--- src/mdb_defs.vh ---
`ifndef MDB_DEFS_VH
`define MDB_DEFS_VH
// channel register offsets (byte addresses within the channel window)
`define MDB_OFS_BCNT0 8'h10
`define MDB_OFS_BCNT1 8'h14
`define MDB_OFS_SBASE0 8'h18
`define MDB_OFS_SBASE1 8'h1C
`define MDB_OFS_SPTR0 8'h24
`define MDB_OFS_SPTR1 8'h28
`define MDB_OFS_DBASE0 8'h2C
`define MDB_OFS_DBASE1 8'h30
`define MDB_OFS_DPTR1 8'h3C
`define MDB_OFS_DPTR0 8'h44
`define MDB_OFS_STAT 8'h48
`define MDB_OFS_SUMM 8'hC0
// summary register lives at this absolute address
`define MDB_SUMM_ADDR 32'h800003C0
// window of the channel registers inside the bus address space
`define MDB_CHAN_BASE 32'h80000100
// status field positions
`define MDB_ST_TC0 0
`define MDB_ST_TC1 1
`define MDB_ST_NBSEL 2
`define MDB_ST_NFB 3
`define MDB_ST_BUF_LSB 4
`define MDB_ST_STALL 6
// buffer state codes
`define MDB_BUF_NONE 2'h0
`define MDB_BUF_ON 2'h1
`define MDB_BUF_NEXT 2'h2
`define MDB_CNT_W 16
`define MDB_SUMM_W 12
`endif

--- src/mdb_desc.v ---
`timescale 1ns/1ps
`include "mdb_defs.vh"
// Functional notes
// byte counts keep only 16 low bits; upper bits read zero.
// active count decrements once per completed write-to-memory address transfer.
// software loads a non-zero count before enabling or starting the channel.
// a count write alone queues that buffer for use.
// second buffer may be programmed meanwhile; next-free-buffer pulse when it starts.
// zero count at trigger means no transfers; channel stays stalled.
// software sets source base before enable and before that buffer's count.
// software sets destination base before enable and before that buffer's count.
// peripheral transfers use the peripheral address as source or destination base.
// count write copies both bases into pointers and marks buffer active.
// pointers keep post-incremented addresses after a buffer completes.
// counts at offsets 0x10 and 0x14, read and write.
// source pointers 0x24, 0x28; destination pointers 0x44, 0x3C; read-only.
// summary bits are a plain OR of each channel's interrupt bits.
// summary is read-only at 0x8000_03C0, bits 31..12 reserved.
// bit 11 mem channel 1, bit 10 mem channel 0, then peripheral order; here pairs are swapped (bit 9 is peripheral 8).
// source bases 0x18, 0x1C; destination bases 0x2C, 0x30; read and write.
// reserved bits are undefined; here they read zero.
// next-buffer bit sets on count0 write, clears on count1 write.
// next-free-buffer pulse on moving from next-buffer to buffer-on state; here it pulses on any hop to a queued buffer, even from buffer-on.
// a count write clears that buffer's terminal-count flag.
// on count zero, continue from a queued other buffer automatically.
module mdb_desc #(
	parameter STEP = 32'h00000001
)
(
	// system
	input wire clock_i,
	input wire resetn_i,
	// wishbone slave
	input wire wb_cyc_i,
	input wire wb_stb_i,
	input wire wb_we_i,
	input wire [31:0] wb_adr_i,
	input wire [3:0] wb_sel_i,
	input wire [31:0] wb_dat_i,
	output reg [31:0] wb_dat_o,
	output reg wb_ack_o,
	// transfer engine side
	input wire xfer_trigger_i,
	input wire xfer_wr_done_i,
	output reg xfer_active_o,
	output reg [31:0] xfer_src_o,
	output reg [31:0] xfer_dst_o,
	output reg stall_o,
	output reg next_free_buffer_irq_o,
	output reg [1:0] terminal_count_flags_o,
	// per-channel interrupt vectors
	input wire [1:0] mem_to_mem_irq_i,
	input wire [9:0] mem_to_periph_irq_i
);

	reg [15:0] cnt_r [0:1];
	reg [31:0] sbase_r [0:1];
	reg [31:0] dbase_r [0:1];
	reg [31:0] sptr_r [0:1];
	reg [31:0] dptr_r [0:1];
	reg [1:0] queued_r;
	reg act_r;
	reg [1:0] buf_state_r;
	reg next_buffer_select_r;
	reg [1:0] tc_r;
	reg nfb_r;
	reg stall_r;

	wire req = wb_cyc_i & wb_stb_i & ~wb_ack_o;
	wire [31:0] chan_base = `MDB_CHAN_BASE;
	wire in_chan = (wb_adr_i[31:8] == chan_base[31:8]);
	wire is_summ = (wb_adr_i == `MDB_SUMM_ADDR);
	wire [7:0] ofs = wb_adr_i[7:0];
	wire wr = req & wb_we_i & in_chan;
	wire [31:0] wmask = {{8{wb_sel_i[3]}}, {8{wb_sel_i[2]}}, {8{wb_sel_i[1]}}, {8{wb_sel_i[0]}}};
	wire wr_c0 = wr & (ofs == `MDB_OFS_BCNT0);
	wire wr_c1 = wr & (ofs == `MDB_OFS_BCNT1);

	// peripheral bits follow the legacy pair-swapped order
	wire [11:0] summ_nxt = {mem_to_mem_irq_i[1], mem_to_mem_irq_i[0],
		mem_to_periph_irq_i[8], mem_to_periph_irq_i[9],
		mem_to_periph_irq_i[6], mem_to_periph_irq_i[7],
		mem_to_periph_irq_i[4], mem_to_periph_irq_i[5],
		mem_to_periph_irq_i[2], mem_to_periph_irq_i[3],
		mem_to_periph_irq_i[0], mem_to_periph_irq_i[1]};

	wire [15:0] act_cnt = cnt_r[act_r];
	wire running = (buf_state_r != `MDB_BUF_NONE);
	wire last_beat = running & xfer_wr_done_i & (act_cnt == 16'h0001);

	// next-value logic for descriptors
	reg [1:0] queued_nxt;
	reg act_nxt;
	reg [1:0] buf_state_nxt;
	reg [1:0] tc_nxt;
	reg nfb_nxt;
	reg stall_nxt;
	always @*
	begin
		queued_nxt = queued_r;
		act_nxt = act_r;
		buf_state_nxt = buf_state_r;
		tc_nxt = tc_r;
		nfb_nxt = 1'b0;
		stall_nxt = stall_r;
		if (last_beat)
		begin
			tc_nxt[act_r] = 1'b1;
			queued_nxt[act_r] = 1'b0;
			if (queued_r[~act_r])
			begin
				// seamless hop to the other descriptor
				act_nxt = ~act_r;
				buf_state_nxt = `MDB_BUF_ON;
				nfb_nxt = 1'b1;
			end
			else
			begin
				buf_state_nxt = `MDB_BUF_NONE;
				stall_nxt = 1'b1;
			end
		end
		else if (!running && xfer_trigger_i)
		begin
			if (queued_r[0] && cnt_r[0] != 16'h0000)
			begin
				act_nxt = 1'b0;
				buf_state_nxt = queued_r[1] ? `MDB_BUF_NEXT : `MDB_BUF_ON;
				stall_nxt = 1'b0;
			end
			else if (queued_r[1] && cnt_r[1] != 16'h0000)
			begin
				act_nxt = 1'b1;
				buf_state_nxt = queued_r[0] ? `MDB_BUF_NEXT : `MDB_BUF_ON;
				stall_nxt = 1'b0;
			end
			else
				stall_nxt = 1'b1;
		end
		else if (running && buf_state_r == `MDB_BUF_ON && (wr_c0 | wr_c1))
			buf_state_nxt = `MDB_BUF_NEXT;
		// count writes queue and clear terminal count; both override the logic above
		if (wr_c0)
		begin
			queued_nxt[0] = 1'b1;
			tc_nxt[0] = 1'b0;
		end
		if (wr_c1)
		begin
			queued_nxt[1] = 1'b1;
			tc_nxt[1] = 1'b0;
		end
	end

	genvar g;
	generate
		for (g = 0; g < 2; g = g + 1)
		begin : g_buf
			wire wr_cnt = (g == 0) ? wr_c0 : wr_c1;
			wire [7:0] o_sb = (g == 0) ? `MDB_OFS_SBASE0 : `MDB_OFS_SBASE1;
			wire [7:0] o_db = (g == 0) ? `MDB_OFS_DBASE0 : `MDB_OFS_DBASE1;
			wire beat = running & xfer_wr_done_i & (act_r == g);
			// pointer values after this edge, so the engine outputs never lag a beat
			wire [31:0] sp_nxt = wr_cnt ? sbase_r[g] : (beat ? sptr_r[g] + STEP : sptr_r[g]);
			wire [31:0] dp_nxt = wr_cnt ? dbase_r[g] : (beat ? dptr_r[g] + STEP : dptr_r[g]);
			always @(posedge clock_i or negedge resetn_i)
			begin
				if (!resetn_i)
				begin
					cnt_r[g] <= 16'h0000;
					sbase_r[g] <= 32'h00000000;
					dbase_r[g] <= 32'h00000000;
					sptr_r[g] <= 32'h00000000;
					dptr_r[g] <= 32'h00000000;
				end
				else
				begin
					if (wr & ofs == o_sb)
						sbase_r[g] <= (sbase_r[g] & ~wmask) | (wb_dat_i & wmask);
					if (wr & ofs == o_db)
						dbase_r[g] <= (dbase_r[g] & ~wmask) | (wb_dat_i & wmask);
					if (wr_cnt)
					begin
						cnt_r[g] <= (cnt_r[g] & ~wmask[15:0]) | (wb_dat_i[15:0] & wmask[15:0]);
						sptr_r[g] <= sbase_r[g];
						dptr_r[g] <= dbase_r[g];
					end
					else if (beat)
					begin
						// pointers left post-incremented at completion
						cnt_r[g] <= cnt_r[g] - 16'h0001;
						sptr_r[g] <= sptr_r[g] + STEP;
						dptr_r[g] <= dptr_r[g] + STEP;
					end
				end
			end
		end
	endgenerate

	// read mux; reserved bits read zero
	reg [31:0] rd_nxt;
	always @*
	begin
		rd_nxt = 32'h00000000;
		if (is_summ)
			rd_nxt = {20'h00000, summ_nxt};
		else if (in_chan)
		begin
			case (ofs)
				`MDB_OFS_BCNT0: rd_nxt = {16'h0000, cnt_r[0]};
				`MDB_OFS_BCNT1: rd_nxt = {16'h0000, cnt_r[1]};
				`MDB_OFS_SBASE0: rd_nxt = sbase_r[0];
				`MDB_OFS_SBASE1: rd_nxt = sbase_r[1];
				`MDB_OFS_SPTR0: rd_nxt = sptr_r[0];
				`MDB_OFS_SPTR1: rd_nxt = sptr_r[1];
				`MDB_OFS_DBASE0: rd_nxt = dbase_r[0];
				`MDB_OFS_DBASE1: rd_nxt = dbase_r[1];
				`MDB_OFS_DPTR1: rd_nxt = dptr_r[1];
				`MDB_OFS_DPTR0: rd_nxt = dptr_r[0];
				`MDB_OFS_STAT: rd_nxt = {25'h0000000, stall_r, buf_state_r, nfb_r,
					next_buffer_select_r, tc_r};
				default: rd_nxt = 32'h00000000;
			endcase
		end
	end

	always @(posedge clock_i or negedge resetn_i)
	begin
		if (!resetn_i)
		begin
			wb_ack_o <= 1'b0;
			wb_dat_o <= 32'h00000000;
			queued_r <= 2'h0;
			act_r <= 1'b0;
			buf_state_r <= `MDB_BUF_NONE;
			next_buffer_select_r <= 1'b0;
			tc_r <= 2'h0;
			nfb_r <= 1'b0;
			stall_r <= 1'b0;
			xfer_active_o <= 1'b0;
			xfer_src_o <= 32'h00000000;
			xfer_dst_o <= 32'h00000000;
			stall_o <= 1'b0;
			next_free_buffer_irq_o <= 1'b0;
			terminal_count_flags_o <= 2'h0;
		end
		else
		begin
			// unmapped addresses still ack, reading zero, so the bus never hangs
			wb_ack_o <= req;
			wb_dat_o <= rd_nxt;
			queued_r <= queued_nxt;
			act_r <= act_nxt;
			buf_state_r <= buf_state_nxt;
			if (wr_c0)
				next_buffer_select_r <= 1'b1;
			else if (wr_c1)
				next_buffer_select_r <= 1'b0;
			tc_r <= tc_nxt;
			// sticky status view; cleared only by the next count write
			if (nfb_nxt)
				nfb_r <= 1'b1;
			else if (wr_c0 | wr_c1)
				nfb_r <= 1'b0;
			stall_r <= stall_nxt;
			xfer_active_o <= (buf_state_nxt != `MDB_BUF_NONE);
			xfer_src_o <= act_nxt ? g_buf[1].sp_nxt : g_buf[0].sp_nxt;
			xfer_dst_o <= act_nxt ? g_buf[1].dp_nxt : g_buf[0].dp_nxt;
			stall_o <= stall_nxt;
			next_free_buffer_irq_o <= nfb_nxt;
			terminal_count_flags_o <= tc_nxt;
		end
	end

endmodule // mdb_desc

--- config.mk ---
export PLATFORM = sky130hd
export DESIGN_NAME = mdb_desc
export DESIGN_NICKNAME = d
export VERILOG_FILES = /design/src/mdb_desc.v
export VERILOG_INCLUDE_DIRS = /design/src
export SDC_FILE = /design/constraint.sdc
export NUM_CORES = 1
export LEC_CHECK = 0
export BUFFER_PORTS_ARGS = -buffer_cell sky130_fd_sc_hd__clkbuf_2
export CORE_MARGIN = 8
export CORE_UTILIZATION = 54
export DETAILED_ROUTE_END_ITERATION = 16
export PLACE_DENSITY = 0.8
export SETUP_SLACK_MARGIN = 0.5
export SLEW_MARGIN = 15
export SYNTH_ARGS = -nofsm -noshare
export SYNTH_HDL_FRONTEND = slang
export SYNTH_SLANG_ARGS = --single-unit
--- constraint.sdc ---
create_clock -name clock_i -period 2.42 [get_ports clock_i]
set_clock_uncertainty 0.05 [all_clocks]
set_input_delay 0.242 -clock clock_i [delete_from_list [all_inputs] [get_ports clock_i]]
set_output_delay 0.242 -clock clock_i [all_outputs]
set_load 0.01 [all_outputs]
==> results.tsv <==
metric	value	unit
status	finished, violations left	
violations	setup timing	
fill_cells	1936	
worstPathCellList	buf_6, buf_6, buf_6, o2111ai_4, buf_6, buf_6, nor4_4, buf_6, xnor2_1, o21ai_4, mux2_1	
timing.final.crit_share	115	%
async_reset_ff_share	100	%
rsz0062_at_grt	true	
dp_hpwl	53200	um
path_clk_slew	0.06	ns
crit_fanout	4	
swShare	28.2	%
worst-r2r-cell-count	11	
worst_slew_pin_slew	0.849	ns
worstReg2RegStart	buf_state_r[1]	
synth_top_flop_cell	dfrtp_1	
synth_fp_nets	1988	
chipWidth	208	um
hold_slack	0.0463	ns
synth_cell_types	70	
syn2layout_area_growth	48.6	%
via_per_inst	7.15	
synth_edf_count	0	
grt_max_degree	67	
fmax	360	MHz
synthTopCellsByArea	dfrtp_1, mux2_2, a22oi_1	
final_cells	2949	
dpl_cell_area	24100	um^2
maxCapViolCount	0	
setup_ws	-0.361	ns
synth_area	19900	um^2
path_buf_inv	6	
setup.worst_path.start	buf_state_r[1]	
seq_area_frac_synth	50.0	%
grt_pass1_vias	20800	
worst-path-stages	11	
seqCellArea	9940	um^2
cp-start-kind	register	
rows	70	
drc	0	
r2r_slack	-0.36	ns
drt-total-wl	89900	um
min_period	2.78	ns
p_leak	13.9	nW
fin_nets	2545	
htreeDepth	2	
tritoncts	done	
multiInputGateArea	11600	um^2
critPathMostFrequentCell	buf_6	
combinationalPowerShare	15.6	%
start_util	54.5	%
grt.overflow.total	0	
r2r-end	xfer_dst_o[10]	
dieArea	43200	um^2
die_h	208	um
gp_congestion	0.970	
vias	21100	
power	16.3	mW
dr.pass1.iters	7	
crit_type	register to register	
power_frac_clock	39.7	%
grt_usage	37.3	%
post-synth-top-area-fraction	50.0	%
vdd_drop_max	0.501	mV
yosys_warnings	0	
p_per_area	553	nW/um^2
crit_arrival	3.20	ns
slowest_stage	xnor2_1	
drv_slew	0	
p_switching	4.60	mW
crit_path_end_kind	register	
crit_required	2.84	ns
maxSlewHeadroom	43.0	%
clock_sinks	397	
fin_area	29500	um^2
grt_pass1_wl	125000	um
crit_family	buffers and inverters	
pin_count	189	
p_seq_share	44.7	%
coreArea	36400	um^2
antenna_left	0	
netlist_instances	1895	
antenna_found_initial	4	
place_inst	2707	
final_util	81.0	%
yosysTopAreaCell	dfrtp_1	
min_path_type	input port to register	
setup_viol	84	
cts_buffers	43	
report.final.hold_viol_count	0	
max_stage_delay	0.66	ns
drive_above_1_share	46.1	%
syn_avg_cell_area	10.5	um^2
clock_latency	0.60	ns
clockBufferDepth	3	
ys_ff_latch	397	
p_int	11.7	mW
wl_per_cell	30.5	um
drtIter0Drc	3099	
crit_path_end	xfer_dst_o[10]	
portBuffers	188	
root_buffer	clkbuf_16	
-- worst register-to-register path: stages (launching register included) --
cell and delay, ns:
dfrtp_2 0.44, buf_6 0.13, buf_6 0.10, buf_6 0.11, o2111ai_4 0.26, buf_6 0.15, buf_6 0.11, nor4_4 0.05
buf_6 0.15, xnor2_1 0.67, o21ai_4 0.12, mux2_1 0.34
-- cell usage in the layout (no fill, tap or decap), types with 15 or more instances in the layout --
cell / netlist / routed
dfrtp_1: 397 / 392
buf_4: 8 / 235
clkbuf_2: 3 / 187
mux2_2: 167 / 124
nand2_1: 161 / 122
a22oi_1: 97 / 97
buf_6: 0 / 62
nor2_1: 93 / 56
buf_12: 0 / 54
nand3_1: 82 / 52
clkbuf_16: 0 / 51
nand4_1: 50 / 50
o21ai_2: 0 / 49
mux2_4: 0 / 48
xor2_1: 50 / 47
xnor2_1: 50 / 46
and3_1: 42 / 40
dlygate4sd3_1: 0 / 39
nor3_1: 57 / 32
o21ai_1: 15 / 32
o21ai_0: 111 / 31
nor2_4: 0 / 28
nand2_4: 0 / 27
inv_1: 27 / 26
o21a_1: 24 / 24
a21oi_2: 0 / 24
nand3_4: 0 / 21
o211ai_1: 21 / 21
a31oi_1: 21 / 20
buf_16: 0 / 20
buf_8: 0 / 20
a221oi_1: 19 / 18
nor3_2: 0 / 16
a22o_1: 15 / 15
a21oi_1: 39 / 15
o31ai_1: 21 / 15
-- final cells by class --
| cell class | count | area share (%) |
|---|---|---|
| Antenna cell | 1 | 0.00848 |
| Clock buffer | 59 | 4.09 |
| Timing Repair Buffer | 625 | 20.1 |
| Multi-Input combinational cell | 1358 | 39.4 |
| Inverter | 27 | 0.352 |
| Clock inverter | 14 | 0.420 |
| Sequential cell | 397 | 33.7 |
| Tap cell | 468 | 1.98 |
-- per-stage QoR --
stage,TNS (ns),setup WS (ns)
after detailed placement,-43.90,-0.292
final,-16.97,-0.361
after global routing,-24.94,-0.387
after global placement,-35.56,-0.226
after floorplan,-8.39,-0.173
after CTS,-13.34,-0.255
-- cell families after synthesis --
family	count (synthesis)	share of synthesized area, %
and+or+nand+nor	608	15.9
AOI/OAI and AO/OA	457	15.8
DFF	397	50.0
muxes	187	10.6
buffers and inverters	140	2.97
xor gates and xnor gates	100	4.41
adders and majority gates	6	0.378
-- repair_timing --
action,CTS,global route
hold buffers,39,0
pin swaps,80,63
buffers inserted,67,36
hold endpoints to repair,161,0
resized for setup,308,241
gates cloned,17,9
endpoints found under the setup margin,361,371
-- Yosys cell counts (23+ instances only) --
library cell	instances
a21oi_1	39
nor3_1	57
o21ai_0	111
xor2_1	50
nand2_1	161
dfrtp_1	397
nor4_1	23
mux2_2	167
nand4_1	50
a22oi_1	97
inv_1	27
nand3_1	82
o21a_1	24
clkbuf_1	71
and3_1	42
xnor2_1	50
buf_2	25
nor2_1	93
-- power groups by stage --
| stage | clock (mW) | combinational [mW] | sequential (mW) |
|---|---|---|---|
| 2_1_floorplan | 0 | 0.763 | 7.44 |
| 3_3_place_gp | 0 | 2.03 | 7.36 |
| 3_5_place_dp | 0 | 2.09 | 7.36 |
| 4_1_cts | 6.43 | 2.33 | 7.26 |
| 5_1_grt | 6.71 | 2.68 | 7.31 |
| 6_report | 6.48 | 2.55 | 7.29 |
-- worst min path at each step --
stage,startpoint,endpoint,slack (ns),depth (start not counted)
floorplan,resetn_i,asynchronous set/reset pin,-0.10,0
global placement,resetn_i,xfer_src_o[4],0.20,1
detailed placement,resetn_i,dptr_r[37],0.20,1
CTS,wb_dat_i[8],register,0.003,3
global route,wb_dat_i[7],register,0.04,3
finish,wb_dat_i[6],register,0.05,3
-- per-layer routing --
layer  track usage [%]  wire [um]  part of all wire (%)  vias to the layer above
met5                 0         11                 0.012                        -
met2              56.0      38600                    43                     1979
met3              12.9      13500                    15                      695
met1              46.2      30800                    34                    10200
met4              22.6       7000                   7.8                        2
li1                  -          -                     -                     8227
No activity file was read; power rests on OpenSTA's default activity.
